$ cat src/slc_pkg.sv
// Purpose: Constants for the sync line control register bank.
// Assumes: Classic Wishbone slave, 32-bit data, one aligned word per reg.
// Notes:   Sixteen lines, four groups of four lines.
`default_nettype none

package slc_pkg;
   localparam int          SLC_NLINES    = 16;
   localparam int          SLC_LINE_W    = 4;
   localparam int          SLC_NGRP      = 4;
   localparam int          SLC_REGSEL_W  = 4;
   localparam int          SLC_CODE_W    = 2;
   localparam int          SLC_NIB_W     = 4;
   localparam int          SLC_EXT_W     = 2;
   localparam int          SLC_GRP_W     = 5;
   localparam int          SLC_CHAR_W    = 8;
   localparam int          SLC_ADR_W     = 8;
   // Register byte addresses
   localparam logic [7:0]  SLC_ADR_LCR   = 8'h00;
   localparam logic [7:0]  SLC_ADR_SRS   = 8'h04;
   localparam logic [7:0]  SLC_ADR_EXT   = 8'h08;
   localparam logic [7:0]  SLC_ADR_LSTAT = 8'h0c;
   localparam logic [7:0]  SLC_ADR_SYNC  = 8'h10;
   localparam logic [7:0]  SLC_ADR_ASYNC = 8'h14;
   // Line control field positions
   localparam int          LCR_EXT_LO    = 4;
   localparam int          LCR_CODE_LO   = 9;
   localparam int          LCR_SYNC_SEL  = 10;
   localparam int          LCR_NIB_LO    = 11;
   localparam int          LCR_RX_EN     = 13;
   localparam int          LCR_GRP_HI    = 14;
   localparam int          LCR_STROBE    = 15;
   localparam logic [15:0] LCR_STORE_MSK = 16'h7e00;
   // Secondary register select fields
   localparam int          SRS_LINE_LO   = 0;
   localparam int          SRS_GRP_LO    = 2;
   localparam int          SRS_REG_LO    = 8;
   localparam logic [15:0] SRS_MSK       = 16'h0f0f;
   // Line state bits
   localparam int          LST_ACTIVE    = 0;
   localparam int          LST_RESYNC    = 1;
   localparam logic [15:0] SYNC_RST      = 16'h0000;

   typedef enum logic [2:0] {
      SLC_IDLE   = 3'b001,
      SLC_HUNT   = 3'b010,
      SLC_ACTIVE = 3'b100
   } slc_rx_e;
endpackage : slc_pkg

`default_nettype wire

$ cat src/slc_mem_if.sv
// Purpose: Write/read port bundle for the small storage arrays.
// Assumes: One write port, one registered read port.
// Notes:   Controller drives addresses, memory returns read data.
`default_nettype none

interface slc_mem_if #(parameter int AW = 8, parameter int DW = 2);
   logic          we;
   logic [AW-1:0] waddr;
   logic [DW-1:0] wdata;
   logic [AW-1:0] raddr;
   logic [DW-1:0] rdata;
   modport ctl (output we, waddr, wdata, raddr, input rdata);
   modport mem (input we, waddr, wdata, raddr, output rdata);
endinterface : slc_mem_if

`default_nettype wire

$ cat src/slc_hunt.sv
// Purpose: Per-line sync hunt and receiver active state.
// Assumes: One received bit per valid pulse, LSB first.
// Notes:   Only start or resync may enter the hunt.
`default_nettype none

module slc_hunt import slc_pkg::*; (
   input  wire logic                  i_clk,
   input  wire logic                  i_resetn,
   input  wire logic                  i_enable,
   input  wire logic                  i_start,
   input  wire logic                  i_resync,
   input  wire logic                  i_bit,
   input  wire logic                  i_bit_valid,
   input  wire logic [SLC_CHAR_W-1:0] i_sync_char,
   output logic                       o_active
);
   slc_rx_e                 state_ff;
   slc_rx_e                 nxt_state;
   logic [SLC_CHAR_W-1:0]   shift_ff;
   wire  [SLC_CHAR_W-1:0]   nxt_shift = {i_bit, shift_ff[SLC_CHAR_W-1:1]};
   wire                     match = i_bit_valid && (nxt_shift == i_sync_char);

   always_comb begin
      nxt_state = state_ff;
      case (state_ff)
         SLC_IDLE:   if (i_start) nxt_state = SLC_HUNT;
         SLC_HUNT:   if (match) nxt_state = SLC_ACTIVE;
         SLC_ACTIVE: nxt_state = SLC_ACTIVE;
         default:    nxt_state = SLC_IDLE;
      endcase
      // Resync re-enters the hunt, or stops a disabled line
      if (i_resync) begin
         nxt_state = i_enable ? SLC_HUNT : SLC_IDLE;
      end
   end

   always_ff @(posedge i_clk or negedge i_resetn) begin
      if (!i_resetn) begin
         state_ff <= SLC_IDLE;
         shift_ff <= '0;
      end else begin
         state_ff <= nxt_state;
         if (i_bit_valid) shift_ff <= nxt_shift;
      end
   end

   assign o_active = state_ff[2];
endmodule : slc_hunt

`default_nettype wire

$ cat src/slc_mem.sv
// Purpose: Small storage array with registered read data.
// Assumes: Contents clear on initialize.
// Notes:   Read data lags the read address by one clock.
`default_nettype none

module slc_mem #(
   parameter int AW = 8,
   parameter int DW = 2
) (
   input wire logic i_clk,
   input wire logic i_resetn,
   slc_mem_if.mem   port
);
   logic [DW-1:0] mem_ff [2**AW];
   logic [DW-1:0] rdata_ff;

   always_ff @(posedge i_clk or negedge i_resetn) begin
      if (!i_resetn) begin
         for (int k = 0; k < 2**AW; k++) begin
            mem_ff[k] <= '0;
         end
         rdata_ff <= '0;
      end else begin
         if (port.we) begin
            mem_ff[port.waddr] <= port.wdata;
         end
         rdata_ff <= mem_ff[port.raddr];
      end
   end

   assign port.rdata = rdata_ff;
endmodule : slc_mem

`default_nettype wire

$ cat src/slc_top.sv
// Purpose: Line control register bank with Wishbone register access.
// Assumes: Classic Wishbone, one wait state, initialize is i_resetn.
// Notes:   Async or sync handling is chosen per line by i_line_async.
//
// The address map and the Wishbone interface to the registers were decided locally.
`default_nettype none

module slc_top import slc_pkg::*; (
   input  wire logic                    i_clk,
   input  wire logic                    i_resetn,
   input  wire logic                    i_wb_cyc,
   input  wire logic                    i_wb_stb,
   input  wire logic                    i_wb_we,
   input  wire logic [SLC_ADR_W-1:0]    i_wb_adr,
   input  wire logic [3:0]              i_wb_sel,
   input  wire logic [31:0]             i_wb_dat,
   output logic                         o_wb_ack,
   output logic [31:0]                  o_wb_dat,
   input  wire logic [SLC_NLINES-1:0]   i_line_async,
   input  wire logic [SLC_NLINES-1:0]   i_rx_bit,
   input  wire logic [SLC_NLINES-1:0]   i_rx_valid,
   output logic [SLC_NLINES-1:0]        o_sync_sel,
   output logic [SLC_NLINES-1:0]        o_rx_enable,
   output logic [SLC_NLINES-1:0]        o_rx_active,
   output logic [SLC_NGRP*SLC_GRP_W-1:0] o_group_ctl
);
   // ------------------------------------------------------------
   // Helpers
   // ------------------------------------------------------------
   function automatic logic [15:0] lane_merge(input logic [15:0] old,
                                              input logic [15:0] nw,
                                              input logic [1:0]  sel);
      lane_merge = {sel[1] ? nw[15:8] : old[15:8],
                    sel[0] ? nw[7:0]  : old[7:0]};
   endfunction : lane_merge

   function automatic logic [SLC_GRP_W-1:0] grp_bits(
      input logic [15:0] v);
      grp_bits = {v[LCR_GRP_HI], v[LCR_NIB_LO+1:LCR_CODE_LO]};
   endfunction : grp_bits

   // ------------------------------------------------------------
   // Storage
   // ------------------------------------------------------------
   logic                   ack_ff;
   logic [31:0]            dat_ff;
   logic [15:0]            lcr_ff;
   logic [15:0]            srs_ff;
   logic [15:0]            sync_ch_ff;
   logic [SLC_NLINES-1:0]  sync_sel_ff;
   logic [SLC_NLINES-1:0]  rx_en_ff;
   logic [SLC_GRP_W-1:0]   grp_ff [SLC_NGRP];
   logic [SLC_NLINES-1:0]  active_w;

   slc_mem_if #(.AW(SLC_LINE_W + SLC_REGSEL_W), .DW(SLC_EXT_W)) ext_if ();
   slc_mem_if #(.AW(SLC_LINE_W + SLC_CODE_W),   .DW(SLC_NIB_W)) asy_if ();

   // ------------------------------------------------------------
   // Bus decode
   // ------------------------------------------------------------
   wire req       = i_wb_cyc & i_wb_stb;
   wire rd_go     = req & ~ack_ff;
   wire wr_go     = req & i_wb_we & ack_ff;
   wire adr_lcr   = (i_wb_adr == SLC_ADR_LCR);
   wire adr_srs   = (i_wb_adr == SLC_ADR_SRS);
   wire adr_ext   = (i_wb_adr == SLC_ADR_EXT);
   wire adr_lstat = (i_wb_adr == SLC_ADR_LSTAT);
   wire adr_sync  = (i_wb_adr == SLC_ADR_SYNC);
   wire adr_async = (i_wb_adr == SLC_ADR_ASYNC);

   wire [SLC_LINE_W-1:0]   line   = srs_ff[SRS_LINE_LO +: SLC_LINE_W];
   wire [1:0]              grp    = srs_ff[SRS_GRP_LO +: 2];
   wire [SLC_REGSEL_W-1:0] regsel = srs_ff[SRS_REG_LO +: SLC_REGSEL_W];
   wire                    is_async = i_line_async[line];

   // Data written with the strobe is what gets committed
   wire [15:0] lcr_wr_val = lane_merge(lcr_ff, i_wb_dat[15:0],
                                       i_wb_sel[1:0]);
   wire [15:0] srs_wr_val = lane_merge(srs_ff, i_wb_dat[15:0],
                                       i_wb_sel[1:0]);
   wire [15:0] syn_wr_val = lane_merge(sync_ch_ff, i_wb_dat[15:0],
                                       i_wb_sel[1:0]);
   wire strobe      = wr_go & adr_lcr & i_wb_sel[1]
                      & i_wb_dat[LCR_STROBE];
   wire sync_commit = strobe & ~is_async;
   wire async_commit = strobe & is_async;
   wire resync_req  = wr_go & adr_lstat & i_wb_sel[0]
                      & i_wb_dat[LST_RESYNC];

   wire [SLC_NLINES-1:0] line_hot = SLC_NLINES'(1) << line;
   // Only a 0->1 enable change starts a hunt
   wire [SLC_NLINES-1:0] rx_start =
      (sync_commit & lcr_wr_val[LCR_RX_EN] & ~rx_en_ff[line])
      ? line_hot : '0;
   wire [SLC_NLINES-1:0] rx_resync = resync_req ? line_hot : '0;

   // ------------------------------------------------------------
   // Storage arrays
   // ------------------------------------------------------------
   assign ext_if.we    = wr_go & adr_ext & i_wb_sel[0];
   assign ext_if.waddr = {line, regsel};
   assign ext_if.wdata = i_wb_dat[SLC_EXT_W-1:0];
   assign ext_if.raddr = {line, regsel};

   assign asy_if.we    = async_commit;
   assign asy_if.waddr = {line, lcr_wr_val[LCR_CODE_LO +: SLC_CODE_W]};
   assign asy_if.wdata = lcr_wr_val[LCR_NIB_LO +: SLC_NIB_W];
   assign asy_if.raddr = {line, lcr_ff[LCR_CODE_LO +: SLC_CODE_W]};

   slc_mem #(.AW(SLC_LINE_W + SLC_REGSEL_W), .DW(SLC_EXT_W)) u_ext (
      .i_clk    (i_clk),
      .i_resetn (i_resetn),
      .port     (ext_if.mem)
   );

   slc_mem #(.AW(SLC_LINE_W + SLC_CODE_W), .DW(SLC_NIB_W)) u_async (
      .i_clk    (i_clk),
      .i_resetn (i_resetn),
      .port     (asy_if.mem)
   );

   // ------------------------------------------------------------
   // Read mux
   // ------------------------------------------------------------
   wire [15:0] rd_lcr   = 16'(ext_if.rdata) << LCR_EXT_LO;
   wire [15:0] rd_lstat = 16'(active_w[line]) << LST_ACTIVE;
   wire [15:0] rd_mux   =
      adr_lcr   ? rd_lcr :
      adr_srs   ? srs_ff :
      adr_ext   ? 16'(ext_if.rdata) :
      adr_lstat ? rd_lstat :
      adr_sync  ? sync_ch_ff :
      adr_async ? 16'(asy_if.rdata) : 16'h0000;

   // ------------------------------------------------------------
   // Bus registers
   // ------------------------------------------------------------
   always_ff @(posedge i_clk or negedge i_resetn) begin
      if (!i_resetn) begin
         ack_ff <= 1'b0;
         dat_ff <= 32'h0000_0000;
      end else begin
         ack_ff <= rd_go;
         dat_ff <= rd_go ? {16'h0000, rd_mux} : 32'h0000_0000;
      end
   end

   always_ff @(posedge i_clk or negedge i_resetn) begin
      if (!i_resetn) begin
         lcr_ff     <= 16'h0000;
         srs_ff     <= 16'h0000;
         sync_ch_ff <= SYNC_RST;
      end else begin
         // Strobe is never stored, so it reads back clear
         if (wr_go && adr_lcr) lcr_ff <= lcr_wr_val & LCR_STORE_MSK;
         if (wr_go && adr_srs) srs_ff <= srs_wr_val & SRS_MSK;
         if (wr_go && adr_sync) sync_ch_ff <= syn_wr_val;
      end
   end

   // ------------------------------------------------------------
   // Line and group control storage
   // ------------------------------------------------------------
   always_ff @(posedge i_clk or negedge i_resetn) begin
      if (!i_resetn) begin
         sync_sel_ff <= '0;
         rx_en_ff    <= '0;
      end else if (sync_commit) begin
         sync_sel_ff[line] <= lcr_wr_val[LCR_SYNC_SEL];
         rx_en_ff[line]    <= lcr_wr_val[LCR_RX_EN];
      end
   end

   always_ff @(posedge i_clk or negedge i_resetn) begin
      if (!i_resetn) begin
         for (int g = 0; g < SLC_NGRP; g++) grp_ff[g] <= '0;
      end else if (sync_commit) begin
         grp_ff[grp] <= grp_bits(lcr_wr_val);
      end
   end

   // ------------------------------------------------------------
   // Per-line sync hunters
   // ------------------------------------------------------------
   for (genvar n = 0; n < SLC_NLINES; n++) begin : g_line
      slc_hunt u_hunt (
         .i_clk       (i_clk),
         .i_resetn    (i_resetn),
         .i_enable    (rx_en_ff[n]),
         .i_start     (rx_start[n]),
         .i_resync    (rx_resync[n]),
         .i_bit       (i_rx_bit[n]),
         .i_bit_valid (i_rx_valid[n] & rx_en_ff[n]),
         .i_sync_char (sync_sel_ff[n] ? sync_ch_ff[15:8]
                                      : sync_ch_ff[7:0]),
         .o_active    (active_w[n])
      );
   end

   for (genvar g = 0; g < SLC_NGRP; g++) begin : g_grp
      assign o_group_ctl[g*SLC_GRP_W +: SLC_GRP_W] = grp_ff[g];
   end

   assign o_wb_ack    = ack_ff;
   assign o_wb_dat    = dat_ff;
   assign o_sync_sel  = sync_sel_ff;
   assign o_rx_enable = rx_en_ff;
   assign o_rx_active = active_w;

   // ------------------------------------------------------------
   // Checks
   // ------------------------------------------------------------
   logic [SLC_LINE_W-1:0] chk_line_ff;
   logic [15:0]           chk_val_ff;
   logic [SLC_NLINES-1:0] chk_start_ff;

   always_ff @(posedge i_clk or negedge i_resetn) begin
      if (!i_resetn) begin
         chk_line_ff  <= '0;
         chk_val_ff   <= 16'h0000;
         chk_start_ff <= '0;
      end else begin
         chk_line_ff  <= line;
         chk_val_ff   <= lcr_wr_val;
         chk_start_ff <= rx_start;
      end
   end
endmodule : slc_top

`default_nettype wire

$ cat config.mk
export PLATFORM = sky130hd
export DESIGN_NAME = slc_top
export DESIGN_NICKNAME = d
export VERILOG_FILES = /design/src/slc_pkg.sv /design/src/slc_mem_if.sv /design/src/slc_hunt.sv /design/src/slc_mem.sv /design/src/slc_top.sv
export SDC_FILE = /design/constraint.sdc
export NUM_CORES = 2
export LEC_CHECK = 0
export BUFFER_PORTS_ARGS = -buffer_cell sky130_fd_sc_hd__clkbuf_2
export CAP_MARGIN = 40
export CORE_MARGIN = 4
export CORE_UTILIZATION = 45
export DETAILED_ROUTE_END_ITERATION = 8
export SLEW_MARGIN = 30
export SYNTH_ARGS = -nofsm -noshare
export SYNTH_HDL_FRONTEND = slang
export SYNTH_SLANG_ARGS = --single-unit
export TNS_END_PERCENT = 100
$ cat constraint.sdc
create_clock -name i_clk -period 3.2 [get_ports i_clk]
set_input_delay 0.64 -clock i_clk [delete_from_list [all_inputs] [get_ports i_clk]]
set_output_delay 0.64 -clock i_clk [all_outputs]
set_load 0.02 [all_outputs]
# Word-level counts from Yosys, hierarchy flattened
# Index checks and enable logic that the tools add are counted.
[totals] regBits=1049 out_inout_bits=101 input_bits=97
[op_classes] eq_ne=101 n_bitwise=39 shift=1 order_cmp=9 muxes=131 reduce_logical=44
[ops] operator="512-bit bitwise mux" n=1
[ops] operator="256-bit bitwise mux" n=1
[ops] operator="3-bit 2-to-1 mux" n=48
[ops] operator="3-bit case mux with 3 select lines" n=16
[ops] operator="8-bit == test" n=16
[ops] operator="16-bit 2-to-1 mux" n=8
[ops] operator="8-bit 2-to-1 mux" n=16
[ops] operator="3-bit by 1-bit == test with 1-bit output, second input constant" n=16
[ops] operator="3-bit by 2-bit == test with 1-bit output, second input constant" n=16
[ops] operator="3-bit == test, second input constant" n=16
[ops] operator="3-bit by 2-bit != test with 1-bit output, second input constant" n=16
[ops] operator="3-bit != test, second input constant" n=16
[ops] operator="2-bit AND reduction" n=20
[ops] operator="2-bit 2-to-1 mux" n=19
[ops] operator="1-bit AND" n=32
[ops] operator="16-bit bitwise mux" n=2
[ops] operator="4-bit binary-select mux with 6-bit select" n=1
[ops] operator="4-bit demux with 6-bit select" n=1
[ops] operator="1-bit logical AND" n=23
[ops] operator="20-bit bitwise mux" n=1
[ops] operator="2-bit binary-select mux with 8-bit select" n=1
[ops] operator="2-bit demux with 8-bit select" n=1
[ops] operator="8-bit by 4-bit == test with 1-bit output, second input constant" n=2
[ops] operator="8-bit by 5-bit == test with 1-bit output, second input constant" n=2
[ops] operator="other kinds (22)" n=34

# Logic depth before layout (Yosys ltp)
[depth] word_depth=13 ltp_mapped=11 mapped_depth_nobuf=6

# Hierarchy
# Synthesis repeated with hierarchy kept, for this count alone.
[hier_totals] cells_unflattened=3900 hier_area_um2=51946.1
[modules_own_cells] mod="slc_mem (u_ext)" n_inst=1 area_each_um2=24956.4 seq_area_each_um2=12862.3 cells_each=1867
[modules_own_cells] mod="slc_mem (u_async)" n_inst=1 area_each_um2=12090.3 seq_area_each_um2=6506.2 cells_each=801
[modules_own_cells] mod="slc_hunt" n_inst=16 area_each_um2=501.7 seq_area_each_um2=251.5 cells_each=40
[modules_own_cells] mod="slc_top" n_inst=1 area_each_um2=6871.6 seq_area_each_um2=2477.4 cells_each=592

# Worst setup path after synthesis
# No wires, ideal clock.
[synth_path] kind="input -> register" start="input i_wb_adr[1]" end="register u_ext.mem_ff[256] (netlist name)" setup_time_ns=0.125 cell_stages=9 slack_ns=-0.009 t_required_ns=3.075 arrival_ns=3.084 path_cell_list="or4_4 or4b_4 or3_1 buf_4 buf_12 nor2_8 buf_8 nand2_4 mux2_4"
[synth_via] elab_chain_len=3
[synth_rtl] element="start: declaration" line_no="slc_top.sv:14" source="input wire logic [SLC_ADR_W-1:0] i_wb_adr,"
[synth_rtl] element="8-bit by 4-bit == test with 1-bit output" line_no="slc_top.sv:66" source="wire adr_ext = (i_wb_adr == SLC_ADR_EXT);"
[synth_rtl] element="1-bit AND (2 in series)" line_no="slc_top.sv:100" source="assign ext_if.we = wr_go & adr_ext & i_wb_sel[0];"
[synth_rtl] element="end signal: indexed assignment" line_no="slc_mem.sv:25" source="mem_ff[port.waddr] <= port.wdata;"
[synth_rtl] element="end: declaration" line_no="slc_mem.sv:14" source="logic [DW-1:0] mem_ff [2**AW];"
# Every way passes these cells.
# A chain may end at the register's enable or synchronous reset.

# Worst setup path after layout
[layout_path] start="register srs_ff[0]" end="register g_line[6].u_hunt.state_ff[0]"
[layout_via] elab_chain_len=9 elab_cells_between_ends=16 cone_classes="eq/ne: 2; shift: 1; mux: 7; bitwise: 5; reduce/logical: 1"
[layout_rtl] element="start: declaration" line_no="slc_top.sv:48" source="logic [15:0] srs_ff;"
[layout_rtl] element="start signal: assignment" line_no="slc_top.sv:156" source="if (wr_go && adr_srs) srs_ff <= srs_wr_val & SRS_MSK;"
[layout_rtl] element="1-bit binary-select mux with 4-bit select" line_no="slc_top.sv:74" source="wire is_async = i_line_async[line];"
[layout_rtl] element="1-bit 2-to-1 mux (not written as such)" line_no="slc_top.sv:74"
[layout_rtl] element="1-bit NOT" line_no="slc_top.sv:85" source="wire sync_commit = strobe & ~is_async;"
[layout_rtl] element="1-bit AND" line_no="slc_top.sv:85"
[layout_rtl] element="1-bit AND (2 in series)" line_no="slc_top.sv:93" source="(sync_commit & lcr_wr_val[LCR_RX_EN] & ~rx_en_ff[line])"
[layout_rtl] element="16-bit 2-to-1 mux" line_no="slc_top.sv:94" source="? line_hot : '0;"
[layout_rtl] element="3-bit != test (no source line)"
[layout_rtl] element="2-bit AND reduction (no source line)"
[layout_rtl] element="end signal: assignment" line_no="slc_hunt.sv:42" source="state_ff <= nxt_state;"
[layout_rtl] element="end: declaration" line_no="slc_hunt.sv:17" source="slc_rx_e state_ff;"
# Parallel ways exist; a longest one is shown, timed or not. The select of a mux whose other input is x is not followed.

==> results.md <==
- Combinational share of power: 2.8%
- Highest metal used: met4
- Biggest fanout along the worst timing path: 6
- Category of the most critical setup path: reg -> reg
- Vias in the first global route: 35400
- Total of endpoints with negative setup slack in the final report: 0
- Synth Instances: ~4100
- Slew Viols, Final: 0
- Die ar.: 119000 sq um
- Average cell area after synthesis: 12.3 sq um
- Number of synthesized register bits: 1033
- Buffers from clock root to sink, at most: 3
- Placement Rows: between 100 and 150
- Total wirelength of the detailed-routed design: ~150 mm
- Internal portion of total power: roughly 0.021 W
- Drc violations: 0
- Yosys warnings: 0
- CTS Sinks: 1033
- Hold path start: i_wb_dat[7]
- Post-placement setup slack: -0.263 ns
- Post-Route Skew: 0.0327 ns
- Count of distinct cell types in the synthesized netlist: 82
- Placed Cells: roughly 5700
- Launching instance or port of the critical path: srs_ff[0]
- Power Dens Cells: 462 nW/um^2
- DR iter-0 viols: 2520
- Setup TNS: 0 ns
- Setup repair after global routing missed its margin: false
- Width of the chip: 345 um
- Reg2Reg Launch Point: srs_ff[0]
- Post CTS Setup Buffer Count: 0
- Routed vias: approximately 35000
- Pin count of the biggest net entering global routing: roughly 130
- Total length of routed met2 wires: 68.1 mm
- Max rail drop VDD: roughly 0.44 mV
- Syn Std Cell Area: 51100 sq um
- Detailed-route vias per instance: around 5.9
- Fin cells: ~5900
- Number of flops mapped to enable cells by yosys: 0
- Slew at the pin closest to its max-slew limit: 0.838 ns
- Number of inserted filler cells in the final layout: roughly 9700
- Number of placed I/O pins: approximately 200
- Hold violation count in the final report: 0
- Maximum level of the CTS H-tree: 3
- Layout cell share with drive strength beyond 1: around a third
- Antenna Nets Post-Route: 0
- Clock insertion delay at the later pin of the skew report: 0.70 ns
- Wire length of the first global-routing pass: approximately 220 mm
- Outcome: finished, final reports clean
- Max-cap viol count: 0
- Proportion of synthesized chip area in sequential cells: 50.6%
- Clock tree from TritonCTS: yes
- Clock network fraction of design power: 49.2%
- Wirelength per Cell: 24.6 um
- CORE AREA: around 110000 sq um
- Detailed-placement wirelength estimate: 99.4 mm
- WL met1: approximately 64 mm
- Data arrival time at the worst-slack endpoint: 3.76 ns
- Static Leak: ~27 nW
- Number of buffers created by CTS: 115
- Final net count: between 4000 and 5000
- Buffer cell driving the clock tree root: clkbuf_16
- Sum of overflow across all layers after global routing: 0
- Critical Path End Type: register
- Post-route worst hold slack: ~0.17 ns
- Worst min-delay path class: in -> reg
- Antenna violations before repair: 1
- Peak clock frequency supported by timing: roughly 0.32 GHz
- Relative slew slack: 43.4%
- Sw Share: around 22%
- I/O Buffers: roughly 160
- Final period utilization: a little over nine tenths
- Die H: between 300 and 400 um
- DRT Pass-1 Iters: 6
- Share of async-settable or async-resettable flops after synthesis: 100%
- Met3 routed WL: between 9 and 10 mm
- Post-route worst setup slack: between 0.06 and 0.07 ns
- Initial cell density of the core: between 40% and 50%
- Clock edge transition at the registers on the reported setup and hold paths: approximately 0.060 ns
- Crit path required time: approximately 3.8 ns
- All-layer global routing usage: 24.6%
- Signed area change from the synthesized netlist to the final layout: 15.7%
- Placer Congestion: 0.839
- Minimum clock period: around 3.1 ns
- Flip-flop cell with the highest count after synthesis: dfrtp_1
- Net load switching power: between 0.005 and 0.006 W
- Sequential cell fraction of total power: between 40% and 50%
- Kind of start point of the critical path: register
cell type report:
cell class	count	area (sq um)	share of cell area, %
Sequential cell	1033	25900	43.8
Timing Repair Buffer	442	3790	6.41
Antenna cell	1	2.50	0.00423
Multi-Input combinational cell	2746	23700	40.1
Clock buffer	181	3450	5.83
Clock inverter	25	367	0.620
Tap cell	1500	1880	3.17
Inverter	6	22.5	0.0381
power groups by stage:
stage / Combinational, W / Sequential [W] / Clock [W]
after global placement: 0.000781 / 0.0133 / 0
after CTS: 0.000789 / 0.0131 / 0.0137
after detailed placement: 0.000785 / 0.0133 / 0
final: 0.000772 / 0.0131 / 0.0134
after global routing: 0.000863 / 0.0131 / 0.0142
after floorplan: 0.000253 / 0.0133 / 0
layout by cell type, fill, tap and decap left out, types with 114 or more instances in the layout:
master     netlist  layout
mux2i_1        157     151
clkbuf_16        0     118
nand2_1        413     413
mux2_1         163     163
mux4_2         220     221
clkbuf_2         0     160
o21ai_0        553     553
nor2_1         124     114
mux2_2         457     457
dfrtp_1       1017    1008
buf_4           56     207
synth_stat cells, types with 5 or more instances:
cell,count,share of area (%)
or3_1,11,0.13
nor2_2,9,0.11
a32oi_1,9,0.15
buf_1,32,0.24
o21ai_0,553,5.4
inv_1,6,0.044
nor3_1,35,0.34
xor2_1,68,1.2
dfstp_2,16,0.82
buf_4,56,0.82
and3_1,12,0.15
nand2_1,413,3.0
dfrtp_1,1017,50
o21ai_1,10,0.098
nor3b_1,9,0.13
a2bb2oi_1,5,0.086
nand2_4,20,0.44
clkbuf_1,248,1.8
mux2_2,457,10
mux4_2,220,9.7
nor2_1,124,0.91
a221oi_1,5,0.086
nor4_1,16,0.20
nor2b_1,20,0.24
a211oi_1,7,0.10
xnor2_1,66,1.1
buf_2,28,0.27
mux2_4,40,1.2
and2_1,13,0.16
nand4_1,21,0.26
o31ai_1,5,0.073
buf_6,5,0.11
mux2_1,163,3.6
a22oi_1,28,0.41
o211ai_1,5,0.073
nand3_1,31,0.30
a21boi_0,5,0.073
a21oi_1,56,0.55
nand2b_1,31,0.38
a2111oi_0,6,0.10
nor2_8,10,0.39
a31oi_1,12,0.15
mux2i_1,157,3.1
metrics by stage:
step / total power (W) / cell area (sq um) / util (%)
after floorplan: 0.0136 / 51200 / -
after global placement: 0.0141 / 55200 / 49.0
after detailed placement: 0.0141 / 55300 / 49.1
after CTS: 0.0276 / 59100 / 52.5
after global routing: 0.0282 / 59100 / 52.5
final: 0.0273 / 59100 / 52.5
sequential cells by signal, indices dropped and copies added, names as in the netlist:
register                count
o_group_ctl                20
o_wb_ack                    1
u_async.mem_ff            256
u_ext.mem_ff              512
srs_ff                      8
u_async.port.rdata          4
sync_ch_ff                 16
lcr_ff                      6
u_ext.port.rdata            2
o_sync_sel                 16
g_line.u_hunt.state_ff     48
o_rx_enable                16
o_wb_dat                   16
g_line.u_hunt.shift_ff    112
layer usage:
| metal | vias up | track usage (%) |
|---|---|---|
| met3 | 223 | 3.64 |
| met4 | 0 | 7.91 |
| met2 | 1133 | 39.1 |
| met5 | - | 0 |
| li1 | 15400 | - |
| met1 | 18100 | 35.0 |
kinds of logic (layout without fill, tap and decap cells):
family / count (synthesis) / in the layout / synth area share, %
other cells: 1 / 17 / 0.00734
buf+inv: 378 / 654 / 3.41
xor+xnor: 134 / 134 / 2.30
simple gates: 803 / 803 / 7.70
flops: 1033 / 1033 / 50.6
compound gates: 752 / 752 / 8.16
mux: 1041 / 1041 / 27.8
critical path, cell delays in order (launching register included):
cell	delay (ns)
dfrtp_2	0.51
mux4_1	0.59
mux4_2	0.54
or4b_4	0.55
buf_4	0.18
nor3_4	0.19
buf_12	0.16
a32oi_1	0.11
o22a_1	0.21
path summary, 6_finish.rpt:
| kind | end | slack [ns] | depth (start not counted) |
|---|---|---|---|
| min | sync_ch_ff[7] | 0.17 | 2 |
| min in group asynchronous | u_ext.mem_ff[254] | 0.45 | 2 |
| max reg2reg | g_line[6].u_hunt.state_ff[0] | 0.06 | 8 |
| max in group asynchronous | srs_ff[11] | 1.70 | 3 |
| min reg2reg | u_ext.mem_ff[40] | 0.49 | 1 |
| max | g_line[6].u_hunt.state_ff[0] | 0.06 | 8 |
repair_timing:
action,CTS,global route
endpoints found under the hold margin,24,0
hold buffers,1,0
endpoints found under the setup margin,0,23
gates resized for setup,0,5
(Power assumes the default switching activity.)
